$ cat config.mk
export PLATFORM = sky130hd
export DESIGN_NAME = lsf_top
export DESIGN_NICKNAME = d
export VERILOG_FILES = /design/src/common/lsf_pkg.sv /design/src/common/lsf_brk_if.sv /design/src/lsf_top.sv /design/src/lsf_brk_det.sv
export VERILOG_INCLUDE_DIRS = /design/src /design/src/common
export SDC_FILE = /design/constraint.sdc
export NUM_CORES = 1
export LEC_CHECK = 0
export BUFFER_PORTS_ARGS = -buffer_cell sky130_fd_sc_hd__buf_2
export CORE_MARGIN = 3
export CORE_UTILIZATION = 42
export CTS_CLUSTER_DIAMETER = 40
export DETAILED_ROUTE_END_ITERATION = 7
export PLACE_DENSITY = 0.77
export SETUP_SLACK_MARGIN = 0.5
export SYNTH_ARGS = -nofsm -noshare
export SYNTH_HDL_FRONTEND = slang
export SYNTH_HIERARCHICAL = 1
export SYNTH_SLANG_ARGS = --single-unit
$ cat constraint.sdc
create_clock -name sys_clk -period 2.7 [get_ports sys_clk]
set_input_delay 0.405 -clock sys_clk [delete_from_list [all_inputs] [get_ports sys_clk]]
set_output_delay 0.405 -clock sys_clk [all_outputs]
set_load 0.005 [all_outputs]
$ cat src/common/lsf_map.svh
// Register offsets, field positions, reset values and break thresholds
// Assumes 32-bit classic Wishbone with byte addresses; indices are word numbers
`ifndef LSF_MAP_SVH
`define LSF_MAP_SVH

// Register indices and byte addresses (byte address is four times the index)
`define LSF_IDX_RXTX   14'hf40
`define LSF_IDX_STATUS 14'hf41
`define LSF_IDX_CTL    14'hf43
`define LSF_ADR_RXTX   {`LSF_IDX_RXTX, 2'b00}
`define LSF_ADR_STATUS {`LSF_IDX_STATUS, 2'b00}
`define LSF_ADR_CTL    {`LSF_IDX_CTL, 2'b00}

// Status bit positions
`define LSF_ST_RDA   7
`define LSF_ST_PE    6
`define LSF_ST_OE    5
`define LSF_ST_FE    4
`define LSF_ST_BRK   3
`define LSF_ST_TX_HOLDING_EMPTY  2
`define LSF_ST_TXE   1
`define LSF_ST_LOW   0

// Control bit positions
`define LSF_CTL_MST   0
`define LSF_CTL_SLV   1
`define LSF_CTL_AUTOBAUD_IRQ_ENABLE 2
`define LSF_CTL_PH_LO 3
`define LSF_CTL_PH_HI 4

// Reset values
`define LSF_RST_TX_HOLDING_EMPTY  1'b1
`define LSF_RST_TXE   1'b1
// Both pins idle high; synchronisers leave reset at that level so no false low shows
`define LSF_RST_PIN   1'b1

// Break lengths in bit times
`define LSF_BRK_SLEEP  4'h4
`define LSF_BRK_WAIT   4'hb
`define LSF_BRK_ACTIVE 4'ha
`define LSF_BRK_NONE   4'h0
`define LSF_BRK_SAT    4'hf

`endif

$ cat src/common/lsf_pkg.sv
// Types shared by the status flag block and its break detector
// Assumes the constants of lsf_map.svh are included where needed
package lsf_pkg;

  // Gray along sleep, wait for break, autobaud, active
  typedef enum logic [1:0] {
    LSF_SLEEP    = 2'b00,
    LSF_WAIT_BRK = 2'b01,
    LSF_AUTOBAUD = 2'b11,
    LSF_ACTIVE   = 2'b10
  } lsf_phase_t;

  typedef struct packed {
    logic       rxd_s1;
    logic       rxd_s2;
    logic       cts_s1;
    logic       cts_s2;
    logic       receive_data_available;
    logic       pe;
    logic       oe;
    logic       fe;
    logic       brk;
    logic       tx_holding_empty;
    logic       txidle;
    logic       autobaud_done;
    lsf_phase_t phase;
    logic       lin_master;
    logic       lin_slave;
    logic       ab_ien;
    logic [7:0] rx_data;
    logic [7:0] tx_data;
    logic       ack;
    logic [7:0] dat;
    logic       rx_irq;
  } lsf_top_st_t;

  typedef struct packed {
    logic [3:0] low_bits;
    logic       hit;
  } lsf_brk_st_t;

endpackage

$ cat src/common/lsf_brk_if.sv
// Carrier between the status flag block and the break detector
// Assumes both ends run on the same clock
`timescale 1ns/1ps
interface lsf_brk_if;
  logic       line_low;
  logic       bit_tick;
  logic       restart;
  logic [3:0] need_bits;
  logic       hit;

  modport det (input line_low, input bit_tick, input restart, input need_bits, output hit);
  modport ctl (output line_low, output bit_tick, output restart, output need_bits, input hit);
endinterface

$ cat src/lsf_top.sv
// Status flags of a combined UART / LIN serial controller, Wishbone slave
// Assumes the framing datapath and baud generator deliver same-clock pulses
//
// Functional notes
// - Received byte sets data available; read clears
// - Parity failure sets flag; data read clears
// - Unread byte overwritten sets overrun; read clears
// - Missing stop bit sets framing flag
// - UART all-zero character sets break flag
// - Holding empty until software writes transmit data
// - Idle only when shifter empty, character sent
// - Lowest bit: clear-to-send or autobaud done
// - Autobaud counter overflow sets overrun and done
// - Sleep: four low bit times set break
// - Wait for break: eleven bit times
// - Active: ten low bit times set break
// - LIN: status or data read clears break
// - Autobaud character sets done, optional interrupt
// - Status read clears done; zero in master
// - Status bits read only; lowest depends on mode
// - Slave hardware walks the bus phase field
//
// Chosen here: the Wishbone register port.
`timescale 1ns/1ps
`include "lsf_map.svh"
module lsf_top
  import lsf_pkg::*;
(
  // Clock and reset
  input  wire logic        sys_clk,
  input  wire logic        srst,
  // Wishbone slave
  input  wire logic        wb_cyc_i,
  input  wire logic        wb_stb_i,
  input  wire logic        wb_we_i,
  input  wire logic [15:0] wb_adr_i,
  input  wire logic [3:0]  wb_sel_i,
  input  wire logic [31:0] wb_dat_i,
  output logic      [31:0] wb_dat_o,
  output logic             wb_ack_o,
  // Pins
  input  wire logic        lin_rxd,
  input  wire logic        cts_n,
  // Receive datapath events
  input  wire logic        rx_valid,
  input  wire logic [7:0]  rx_byte,
  input  wire logic        rx_parity_bad,
  input  wire logic        rx_stop_bad,
  input  wire logic        rx_all_zero,
  // Transmit datapath
  input  wire logic        tx_take,
  input  wire logic        tx_shift_busy,
  output logic             tx_hold_full,
  output logic      [7:0]  tx_hold_byte,
  // Baud generator and autobaud
  input  wire logic        bit_tick,
  input  wire logic        brg_overflow,
  input  wire logic        autobaud_char_done,
  // Mode and events out
  output lsf_phase_t       bus_phase_state,
  output logic             rx_irq
);

  lsf_top_st_t s;
  lsf_top_st_t n;

  lsf_brk_if brk ();

  // Decoding shared by every register access
  function automatic logic hit_reg(input logic [15:0] adr, input logic [13:0] idx);
    hit_reg = (adr[15:2] == idx);
  endfunction

  function automatic logic [3:0] break_need(input lsf_phase_t ph, input logic slave, input logic lin);
    logic [3:0] v;
    v = `LSF_BRK_NONE;
    if (lin) begin
      case (ph)
        LSF_SLEEP: begin
          v = `LSF_BRK_SLEEP;
        end
        LSF_WAIT_BRK: begin
          v = slave ? `LSF_BRK_WAIT : `LSF_BRK_NONE;
        end
        LSF_ACTIVE: begin
          v = slave ? `LSF_BRK_ACTIVE : `LSF_BRK_NONE;
        end
        default: begin
          v = `LSF_BRK_NONE;
        end
      endcase
    end
    break_need = v;
  endfunction

  logic       acc;
  logic       rd;
  logic       wr;
  logic       rd_rx;
  logic       rd_st;
  logic       rd_ctl;
  logic       wr_tx;
  logic       wr_ctl;
  logic       lin_mode;
  logic       in_ab;
  logic       atb_set;
  logic       oe_set;
  logic       brk_set;
  logic       brk_clr;
  logic [7:0] st_byte;
  logic [7:0] ctl_byte;

  // Bus strobes; the access is taken in the cycle before ack
  assign acc    = wb_cyc_i & wb_stb_i & ~s.ack;
  assign rd     = acc & ~wb_we_i;
  assign wr     = acc & wb_we_i & wb_sel_i[0];
  assign rd_rx  = rd & hit_reg(wb_adr_i, `LSF_IDX_RXTX);
  assign rd_st  = rd & hit_reg(wb_adr_i, `LSF_IDX_STATUS);
  assign rd_ctl = rd & hit_reg(wb_adr_i, `LSF_IDX_CTL);
  assign wr_tx  = wr & hit_reg(wb_adr_i, `LSF_IDX_RXTX);
  assign wr_ctl = wr & hit_reg(wb_adr_i, `LSF_IDX_CTL);

  assign lin_mode = s.lin_master | s.lin_slave;
  assign in_ab    = s.lin_slave & (s.phase == LSF_AUTOBAUD);

  // Autobaud ends either with a character or with a counter overflow
  assign atb_set = in_ab & (autobaud_char_done | brg_overflow);

  // An unread byte being replaced is an overrun; a read in the same cycle frees it
  assign oe_set = (rx_valid & s.receive_data_available & ~rd_rx) | (in_ab & brg_overflow);

  // UART break comes from the framer, LIN break from the low-period detector
  assign brk_set = lin_mode ? brk.hit : (rx_valid & rx_all_zero);
  assign brk_clr = rd_rx | (lin_mode & rd_st);

  // Status byte; the lowest bit changes meaning with the mode
  always_comb begin
    st_byte = 8'h00;
    st_byte[`LSF_ST_RDA]  = s.receive_data_available;
    st_byte[`LSF_ST_PE]   = s.pe;
    st_byte[`LSF_ST_OE]   = s.oe;
    st_byte[`LSF_ST_FE]   = s.fe;
    st_byte[`LSF_ST_BRK]  = s.brk;
    st_byte[`LSF_ST_TX_HOLDING_EMPTY] = s.tx_holding_empty;
    st_byte[`LSF_ST_TXE]  = s.txidle;
    st_byte[`LSF_ST_LOW]  = lin_mode ? s.autobaud_done : ~s.cts_s2;
  end

  always_comb begin
    ctl_byte = 8'h00;
    ctl_byte[`LSF_CTL_MST]   = s.lin_master;
    ctl_byte[`LSF_CTL_SLV]   = s.lin_slave;
    ctl_byte[`LSF_CTL_AUTOBAUD_IRQ_ENABLE] = s.ab_ien;
    ctl_byte[`LSF_CTL_PH_HI:`LSF_CTL_PH_LO] = s.phase;
  end

  // Break detector feed
  assign brk.line_low  = ~s.rxd_s2;
  assign brk.bit_tick  = bit_tick;
  assign brk.need_bits = break_need(s.phase, s.lin_slave, lin_mode);
  assign brk.restart   = (s.phase != n.phase) | ~lin_mode;

  lsf_brk_det u_brk (
    .sys_clk (sys_clk),
    .srst    (srst),
    .brk     (brk)
  );

  always_comb begin
    n = s;

    // Pin synchronisers
    n.rxd_s1 = lin_rxd;
    n.rxd_s2 = s.rxd_s1;
    n.cts_s1 = cts_n;
    n.cts_s2 = s.cts_s1;

    // Single-cycle ack, dropped the cycle after it is given
    n.ack = acc;
    n.dat = 8'h00;
    if (rd_rx) begin
      n.dat = s.rx_data;
    end else if (rd_st) begin
      n.dat = st_byte;
    end else if (rd_ctl) begin
      n.dat = ctl_byte;
    end

    // Receive flags: set wins over the clear by a data read
    if (rd_rx) begin
      n.receive_data_available = 1'b0;
      n.pe  = 1'b0;
      n.fe  = 1'b0;
      n.oe  = 1'b0;
    end
    if (rx_valid) begin
      n.rx_data = rx_byte;
      n.receive_data_available     = 1'b1;
      n.pe      = rx_parity_bad;
      n.fe      = rx_stop_bad;
    end
    if (oe_set) begin
      n.oe = 1'b1;
    end

    // Break flag
    if (brk_clr) begin
      n.brk = 1'b0;
    end
    if (brk_set) begin
      n.brk = 1'b1;
    end

    // Autobaud done
    if (rd_st) begin
      n.autobaud_done = 1'b0;
    end
    if (atb_set) begin
      n.autobaud_done = 1'b1;
    end
    if (s.lin_master) begin
      n.autobaud_done = 1'b0;
    end

    // Holding register; a write beside a take keeps the new byte, so it stays full
    if (tx_take && !s.tx_holding_empty) begin
      n.tx_holding_empty = 1'b1;
    end
    if (wr_tx) begin
      n.tx_data = wb_dat_i[7:0];
      n.tx_holding_empty    = 1'b0;
    end

    // Idle drops as soon as the shifter takes a byte
    n.txidle = ~tx_shift_busy & ~tx_take;

    // Receive interrupt pulse
    n.rx_irq = rx_valid | (atb_set & s.ab_ien);

    // Slave phase walk
    if (s.lin_slave) begin
      case (s.phase)
        LSF_WAIT_BRK: begin
          if (brk.hit) begin
            n.phase = LSF_AUTOBAUD;
          end
        end
        LSF_AUTOBAUD: begin
          if (brg_overflow) begin
            n.phase = LSF_WAIT_BRK;
          end else if (autobaud_char_done) begin
            n.phase = LSF_ACTIVE;
          end
        end
        LSF_ACTIVE: begin
          if (brk.hit) begin
            n.phase = LSF_AUTOBAUD;
          end
        end
        default: begin
          n.phase = s.phase;
        end
      endcase
    end

    // Software control write wins over the hardware phase step
    if (wr_ctl) begin
      n.lin_master = wb_dat_i[`LSF_CTL_MST];
      n.lin_slave  = wb_dat_i[`LSF_CTL_SLV];
      n.ab_ien     = wb_dat_i[`LSF_CTL_AUTOBAUD_IRQ_ENABLE];
      n.phase      = lsf_phase_t'(wb_dat_i[`LSF_CTL_PH_HI:`LSF_CTL_PH_LO]);
    end
  end

  always_ff @(posedge sys_clk) begin
    if (srst) begin
      s        <= '0;
      s.tx_holding_empty   <= `LSF_RST_TX_HOLDING_EMPTY;
      s.txidle <= `LSF_RST_TXE;
      s.rxd_s1 <= `LSF_RST_PIN;
      s.rxd_s2 <= `LSF_RST_PIN;
      s.cts_s1 <= `LSF_RST_PIN;
      s.cts_s2 <= `LSF_RST_PIN;
    end else begin
      s <= n;
    end
  end

  // Status is never written: no strobe reaches it
  assign wb_dat_o        = {24'h000000, s.dat};
  assign wb_ack_o        = s.ack;
  assign tx_hold_full    = ~s.tx_holding_empty;
  assign tx_hold_byte    = s.tx_data;
  assign bus_phase_state = s.phase;
  assign rx_irq          = s.rx_irq;

endmodule // lsf_top

$ cat src/lsf_brk_det.sv
// Break detector: counts whole bit times of low line level
// Assumes bit_tick is a one-cycle pulse per bit time on the same clock
`timescale 1ns/1ps
`include "lsf_map.svh"
module lsf_brk_det
  import lsf_pkg::*;
(
  // Clock and reset
  input  wire logic sys_clk,
  input  wire logic srst,
  // Link to the flag logic
  lsf_brk_if.det    brk
);

  lsf_brk_st_t s;
  lsf_brk_st_t n;
  logic [3:0]  inc;

  assign inc = s.low_bits + 4'h1;

  always_comb begin
    n = s;
    n.hit = 1'b0;
    if (brk.restart || !brk.line_low) begin
      n.low_bits = 4'h0;
    end else if (brk.bit_tick && s.low_bits != `LSF_BRK_SAT) begin
      n.low_bits = inc;
      // One pulse per low period, at the bit that reaches the length
      if (brk.need_bits != `LSF_BRK_NONE && inc == brk.need_bits) begin
        n.hit = 1'b1;
      end
    end
  end

  always_ff @(posedge sys_clk) begin
    if (srst) begin
      s <= '0;
    end else begin
      s <= n;
    end
  end

  assign brk.hit = s.hit;

endmodule // lsf_brk_det

==> flow_metrics.py, run 1 <==
metrics = {
    "critical_path": {
        "crit_path_start_kind": "input pin",
        "rr_worst_depth": 11,
        "worst-r2r-setup-slack_ns": 0.26,
        "r2r_end": "u_brk/brk.hit",
        "required_ns": 2.95,
        "worstReg2RegStart": "bus_phase_state[0]",
        "path_max_fanout": 4,
        "crit_type": "input pin to flip-flop",
        "crit_arrival_ns": 2.76,
        "end_kind": "flip-flop",
    },
    "floorplan": {
        "die_x_um": 83.0,
        "top_level_ports": 121,
        "start_util": 0.444,
        "dieArea_um2": 6890,
        "std_cell_rows": 27,
        "coreArea_um2": 5610,
        "die_y_um": 83.0,
    },
    "clock_network": {
        "cts_buffers": 5,
        "cts_buffer_depth": 2,
        "cts_hold_buffers": 0,
        "htreeDepth": 2,
        "cts-root-buf": "clkbuf_8",
        "cts_tree": "built",
        "clkSlewWorstSetupHoldPaths_ns": 0.09,
        "cts_sinks": 48,
        "clk_latency_ns": 0.30,
    },
    "place": {
        "dp_hpwl_um": 3720,
        "numPortBuffers": 67,
        "dp_slack_ns": -0.142,
        "placed_cell_area_um2": 2680,
        "gp_congestion": 0.808,
    },
    "cells_and_area": {
        "largest_reg_flops": 18,
        "num_antenna_cells": 0,
        "fillCellCount": 533,
        "areaGrowthSynthToFinish_pct": 13.7,
        "drive_above_1_share": 0.320,
        "nNetsFinal": 405,
        "final_area_um2": 2830,
        "final_util": 0.505,
        "top_register": "s",
    },
    "flow_run": {
        "maxCapViolations": 0,
    },
    "sta": {
        "fin_crit_sh": 0.932,
        "setup_violations": 0,
        "hold_violations": 0,
        "worst_slack_ns": 0.184,
        "hold_ws_ns": 0.281,
        "rsz0062_at_grt": "true",
        "drv_slew": 0,
        "relSlewSlack": 0.492,
        "tightest_slew_ns": 0.762,
        "clock_skew_ns": 0.00683,
        "period_needed_ns": 2.52,
        "fin_tns_setup_ns": 0,
        "fmax_ghz": 0.397,
    },
    "global_routing": {
        "grt_pass1_vias": 1812,
        "grt_max_degree": 45,
        "antenna_found_initial": 0,
        "track_usage": 0.148,
        "grt_pass1_wl_um": 8480,
        "grt-ovfl-total": 0,
    },
    "synth": {
        "syn_avg_cell_area_um2": 9.16,
        "yosysWarningCount": 6,
        "yosysUniqueCellTypes": 52,
        "synth.yosys.seq_area_share": 0.386,
        "netlist_instances": 272,
        "synthesis.area_um2": 2490,
        "ys_seq_elements": 48,
    },
    "min_path": {
        "holdCritStartpoint": "tx_shift_busy",
        "hold_end": "s[32]",
        "hold_depth": 2,
        "hp-class": "input pin to flip-flop",
    },
    "power": {
        "power_frac_seq": 0.569,
        "comb_power_share": 0.078,
        "p_leak_nw": 1.32,
        "max-vdd-ir-drop_mv": 0.288,
        "power_density_nw_per_um2": 453,
        "clock_power_share": 0.353,
        "p_int_mw": 0.975,
        "p_switching_mw": 0.307,
        "p_sw_frac": 0.240,
    },
    "detailed_routing": {
        "vias": 1934,
        "via_per_inst": 4.87,
        "first_pass_iters": 4,
        "drt-wirelength-per-cell_um": 12.8,
        "drt_iter0_markers": 147,
        "ant_nets": 0,
        "drc": 0,
        "finalWirelength_um": 5060,
    },
    "status": {
        "outcome": "completed",
    },
}
==> metrics by stage <==
| step | cells | power, mW |
|---|---|---|
| floorplan | 295 | 0.823 |
| global placement | 387 | 0.845 |
| detailed placement | 387 | 0.848 |
| CTS | 396 | 1.30 |
| global route | 397 | 1.34 |
| finish | 397 | 1.28 |
==> synth_stat cells, drive strengths merged <==
cell type / count / area share
a31o: 1 / 0.0035
nand2b: 2 / 0.0050
nor4: 1 / 0.0025
a222oi: 5 / 0.020
a32oi: 1 / 0.0035
nor3b: 1 / 0.0030
inv: 10 / 0.015
a211oi: 2 / 0.0080
xor2: 2 / 0.0070
o2111ai: 1 / 0.0035
or4b: 1 / 0.0055
a22oi: 4 / 0.012
and4: 1 / 0.0035
dfxtp: 48 / 0.39
nand2: 5 / 0.0075
conb: 1 / 0.0015
and4b: 2 / 0.0080
nand3: 4 / 0.0080
ha: 5 / 0.025
nand3b: 2 / 0.0060
and3: 3 / 0.010
o211ai: 1 / 0.0030
xnor2: 4 / 0.014
clkbuf: 7 / 0.011
or3b: 1 / 0.0045
and3b: 1 / 0.0035
nor4b: 1 / 0.0095
or2: 7 / 0.018
nor3: 8 / 0.025
nand4: 6 / 0.021
o21ai: 3 / 0.0060
a21oi: 12 / 0.024
o2111a: 1 / 0.0045
or3: 1 / 0.0025
o21bai: 2 / 0.0060
mux2i: 21 / 0.089
a31oi: 1 / 0.0025
buf: 44 / 0.13
nor2: 42 / 0.063
nor2b: 3 / 0.0075
o22ai: 2 / 0.0050
a21o: 2 / 0.0060
==> repair_timing <==
action,in CTS,in global routing
buffers inserted,1,1
resized for setup,7,3
pin swaps,2,0
endpoints found under the setup margin,5,5
==> placed cells by master (no fill, tap or decap), drive strengths merged, types with 3 or more instances in the layout <==
| cell type | netlist | routed |
|---|---|---|
| or2 | 7 | 7 |
| a22oi | 4 | 4 |
| dfxtp | 48 | 48 |
| a21oi | 12 | 12 |
| nand2 | 5 | 5 |
| nor3 | 8 | 8 |
| nor2 | 42 | 42 |
| a222oi | 5 | 5 |
| ha | 5 | 5 |
| conb | 1 | 24 |
| o21ai | 3 | 3 |
| buf | 44 | 73 |
| nand4 | 6 | 6 |
| inv | 10 | 10 |
| nor2b | 3 | 3 |
| nand3 | 4 | 4 |
| and3 | 3 | 3 |
| mux2i | 21 | 21 |
| clkbuf | 7 | 6 |
| xnor2 | 4 | 4 |
==> how the worst max path moves through the flow <==
| stage | from | end | slack, ns | depth (start not counted) |
|---|---|---|---|---|
| after global placement | wb_adr_i[7] | u_brk/brk.hit | -0.14 | 10 |
| after detailed placement | wb_adr_i[7] | u_brk/brk.hit | -0.14 | 10 |
| after global routing | wb_adr_i[7] | u_brk/brk.hit | 0.04 | 10 |
| final | wb_adr_i[7] | u_brk/brk.hit | 0.18 | 10 |
| after floorplan | wb_adr_i[7] | u_brk/brk.hit | 0.06 | 9 |
| after CTS | wb_adr_i[7] | u_brk/brk.hit | 0.18 | 10 |
==> power groups by stage <==
stage | Sequential [mW] | Combinational (mW) | Clock, mW
after floorplan | 0.746 | 0.0768 | 0
after global placement | 0.748 | 0.0970 | 0
after detailed placement | 0.749 | 0.0993 | 0
after CTS | 0.732 | 0.100 | 0.465
after global routing | 0.733 | 0.114 | 0.498
final | 0.730 | 0.0999 | 0.452
==> final cells by class <==
class,count,area [um2],area share
clock inverters,2,15.0,0.00530
repair buffers,73,390,0.138
clock buffers,6,82.6,0.0292
inverters,10,37.5,0.0133
flip-flops and latches,48,968,0.342
well taps,72,90.1,0.0318
multi-input cells,186,1250,0.441
==> per-layer routing <==
| metal | wire, um | share of wire | GRT usage | vias up |
|---|---|---|---|---|
| li1 | - | - | - | 978 |
| met1 | 2290 | 0.45 | 0.206 | 869 |
| met2 | 2310 | 0.46 | 0.227 | 85 |
| met3 | 449 | 0.089 | 0.0347 | 2 |
| met4 | 13 | 0.0026 | 0.0446 | 0 |
| met5 | 0 | 0 | 0 | - |
==> worst max-delay path, cell delays in order <==
cell	delay, ns
buf_6	0.09
or4b_4	0.54
nor4b_4	0.34
nand4_1	0.16
mux2i_1	0.25
xnor2_1	0.15
nand3_1	0.10
or3b_4	0.41
nor3_2	0.12
o2111a_1	0.19
==> kinds of logic after synthesis <==
| logic type | after synthesis | synth area share |
|---|---|---|
| simple gates | 92 | 0.213 |
| buf+inv | 61 | 0.156 |
| flops | 48 | 0.386 |
| compound gates | 38 | 0.108 |
| mux | 21 | 0.0894 |
| xor+xnor | 6 | 0.0211 |
| fa+ha+maj | 5 | 0.0251 |
| other cells | 1 | 0.00151 |
Power figures use the tool's default switching activity.
==> run 2: changes to the inputs <==
--- a/config.mk
+++ b/config.mk
@@ -7,11 +7,13 @@
 export NUM_CORES = 1
 export LEC_CHECK = 0
 export BUFFER_PORTS_ARGS = -buffer_cell sky130_fd_sc_hd__buf_2
+export CELL_PAD_IN_SITES_DETAIL_PLACEMENT = 2
+export CELL_PAD_IN_SITES_GLOBAL_PLACEMENT = 2
 export CORE_MARGIN = 3
-export CORE_UTILIZATION = 42
+export CORE_UTILIZATION = 23
 export CTS_CLUSTER_DIAMETER = 40
 export DETAILED_ROUTE_END_ITERATION = 7
-export PLACE_DENSITY = 0.77
+export PLACE_DENSITY_LB_ADDON = 0.1
 export SETUP_SLACK_MARGIN = 0.5
 export SYNTH_ARGS = -nofsm -noshare
 export SYNTH_HDL_FRONTEND = slang
==> flow_metrics.py, run 2 (same netlist as run 1, synthesis figures left out) <==
metrics = {
    "status": {
        "outcome": "completed",
    },
    "critical_path": {
        "crit_family": "simple AND/OR/NAND/NOR gates",
        "end_kind": "flip-flop",
        "path_buf_inv": 2,
        "worstSetupStartpoint": "wb_adr_i[7]",
        "crit_type": "input pin to flip-flop",
        "crit_path_start_kind": "input pin",
        "max_stage_delay_ns": 0.55,
        "required_ns": 2.95,
        "crit_arrival_ns": 2.82,
        "worstReg2RegStart": "bus_phase_state[0]",
        "path_max_fanout": 3,
        "crit_chain": "buf_6, or4b_4, nor4b_4, buf_4, nand4_4, mux2i_4, xnor2_1, nand3_1, or3b_4, nor3_2, o2111a_1",
        "critPathSlowestCell": "or4b_4",
    },
    "global_routing": {
        "grt-ovfl-total": 0,
        "grt_pass1_wl_um": 10900,
        "track_usage": 0.115,
        "grt_pass1_vias": 2160,
        "grt_max_degree": 45,
        "antenna_found_initial": 0,
    },
    "floorplan": {
        "std_cell_rows": 37,
        "die_x_um": 110,
        "dieArea_um2": 12100,
        "die_y_um": 110,
        "coreArea_um2": 10400,
        "top_level_ports": 121,
        "start_util": 0.239,
    },
    "cells_and_area": {
        "largest_reg_flops": 18,
        "seq_area_um2": 961,
        "drive_above_1_share": 0.335,
        "areaGrowthSynthToFinish_pct": 20.3,
        "num_antenna_cells": 0,
        "final_common_cell": "buf_2",
        "fillCellCount": 1211,
        "nNetsFinal": 414,
        "final_area_um2": 3000,
        "final_util": 0.288,
        "multi_input_area_um2": 1250,
        "final_cell_mix": "66 x buf_2, 48 x dfxtp_1, 42 x nor2_1",
        "finalNonFillerCells": 470,
        "top_register": "s",
    },
    "detailed_routing": {
        "drt-wirelength-per-cell_um": 14.4,
        "finalWirelength_um": 6770,
        "drt_iter0_markers": 59,
        "vias": 2033,
        "via_per_inst": 4.33,
        "ant_nets": 0,
        "drc": 0,
        "first_pass_iters": 4,
    },
    "clock_network": {
        "cts_tree": "built",
        "cts_buffers": 5,
        "clk_latency_ns": 0.30,
        "cts-root-buf": "clkbuf_8",
        "cts_sinks": 48,
        "htreeDepth": 2,
        "cts_buffer_depth": 2,
        "cts_hold_buffers": 0,
        "clkSlewWorstSetupHoldPaths_ns": 0.09,
    },
    "sta": {
        "rsz0062_at_grt": "true",
        "hold_violations": 0,
        "hold_ws_ns": 0.277,
        "tightest_slew_ns": 0.825,
        "clock_skew_ns": 0.00496,
        "period_needed_ns": 2.58,
        "relSlewSlack": 0.450,
        "fmax_ghz": 0.388,
        "drv_slew": 0,
        "fin_tns_setup_ns": 0,
        "fin_crit_sh": 0.954,
        "setup_violations": 0,
    },
    "place": {
        "dp_hpwl_um": 5180,
        "placed_cell_area_um2": 2830,
        "dp_cells": 460,
        "numPortBuffers": 67,
        "gp_congestion": 0.706,
    },
    "min_path": {
        "hp-class": "input pin to flip-flop",
        "holdCritStartpoint": "tx_shift_busy",
    },
    "power": {
        "power_density_nw_per_um2": 466,
        "max-vdd-ir-drop_mv": 0.249,
        "p_leak_nw": 1.38,
    },
    "flow_run": {
        "maxCapViolations": 0,
    },
}
-- run 2: cell count changes in the layout (fill, tap and decap cells not counted), sizes merged --
| cell | previous run | this run |
|---|---|---|
| clkinvlp | 2 | 0 |
| bufinv | 0 | 1 |
| clkinv | 0 | 1 |
| buf | 73 | 82 |
-- run 2: per-stage QoR --
| step | setup slack [ns] | total power [mW] |
|---|---|---|
| 2_1_floorplan | 0.0615 | 0.823 |
| 3_3_place_gp | -0.263 | 0.852 |
| 3_5_place_dp | -0.253 | 0.855 |
| 4_1_cts | 0.132 | 1.43 |
| 5_1_grt | 0.0637 | 1.47 |
| 6_report | 0.124 | 1.40 |
-- run 2: area by class of cell --
class / instances / share of cell area
sequential: 48 / 0.321
clock buffer: 6 / 0.0275
clock inverter: 2 / 0.0129
tap: 136 / 0.0568
multi-input combinational: 186 / 0.417
timing repair buffer: 82 / 0.153
inverter: 10 / 0.0125
-- run 2: per-layer routing --
| metal | global-route usage | vias to the layer above | wire (um) |
|---|---|---|---|
| met2 | 0.195 | 61 | 3200 |
| met5 | 0 | - | 0 |
| met3 | 0.0285 | 5 | 432 |
| met1 | 0.146 | 971 | 3070 |
| li1 | - | 996 | - |
| met4 | 0.0321 | 0 | 65 |
-- run 2: repair_timing --
action	in CTS	in global routing
setup buffers	1	1
setup endpoints to repair	5	5
hold endpoints to repair	0	0
pin swaps	2	3
gates resized for setup	5	2
-- run 2: path summary, 6_finish.rpt --
kind | end | slack, ns | cells past startpoint
worst min-delay path | s[32] | 0.28 | 2
worst max-delay path | u_brk/brk.hit | 0.12 | 11
worst max register to register | u_brk/brk.hit | 0.21 | 11
worst min register to register | s[41] | 0.42 | 1
-- run 2: worst register-to-register path: stages, from the launching register on --
cell	delay (ns)
dfxtp_1	0.32
buf_4	0.15
ha_1	0.30
nor2b_1	0.17
nor3_1	0.14
o22ai_1	0.13
mux2i_2	0.23
xnor2_1	0.15
nand3_1	0.10
or3b_4	0.41
nor3_2	0.13
o2111a_1	0.20
-- run 2: report_power, final --
| part | internal, mW | total (mW) | switching (mW) |
|---|---|---|---|
| logic | 0.0454 | 0.105 | 0.0592 |
| clock network | 0.303 | 0.559 | 0.256 |
| registers | 0.724 | 0.733 | 0.00819 |
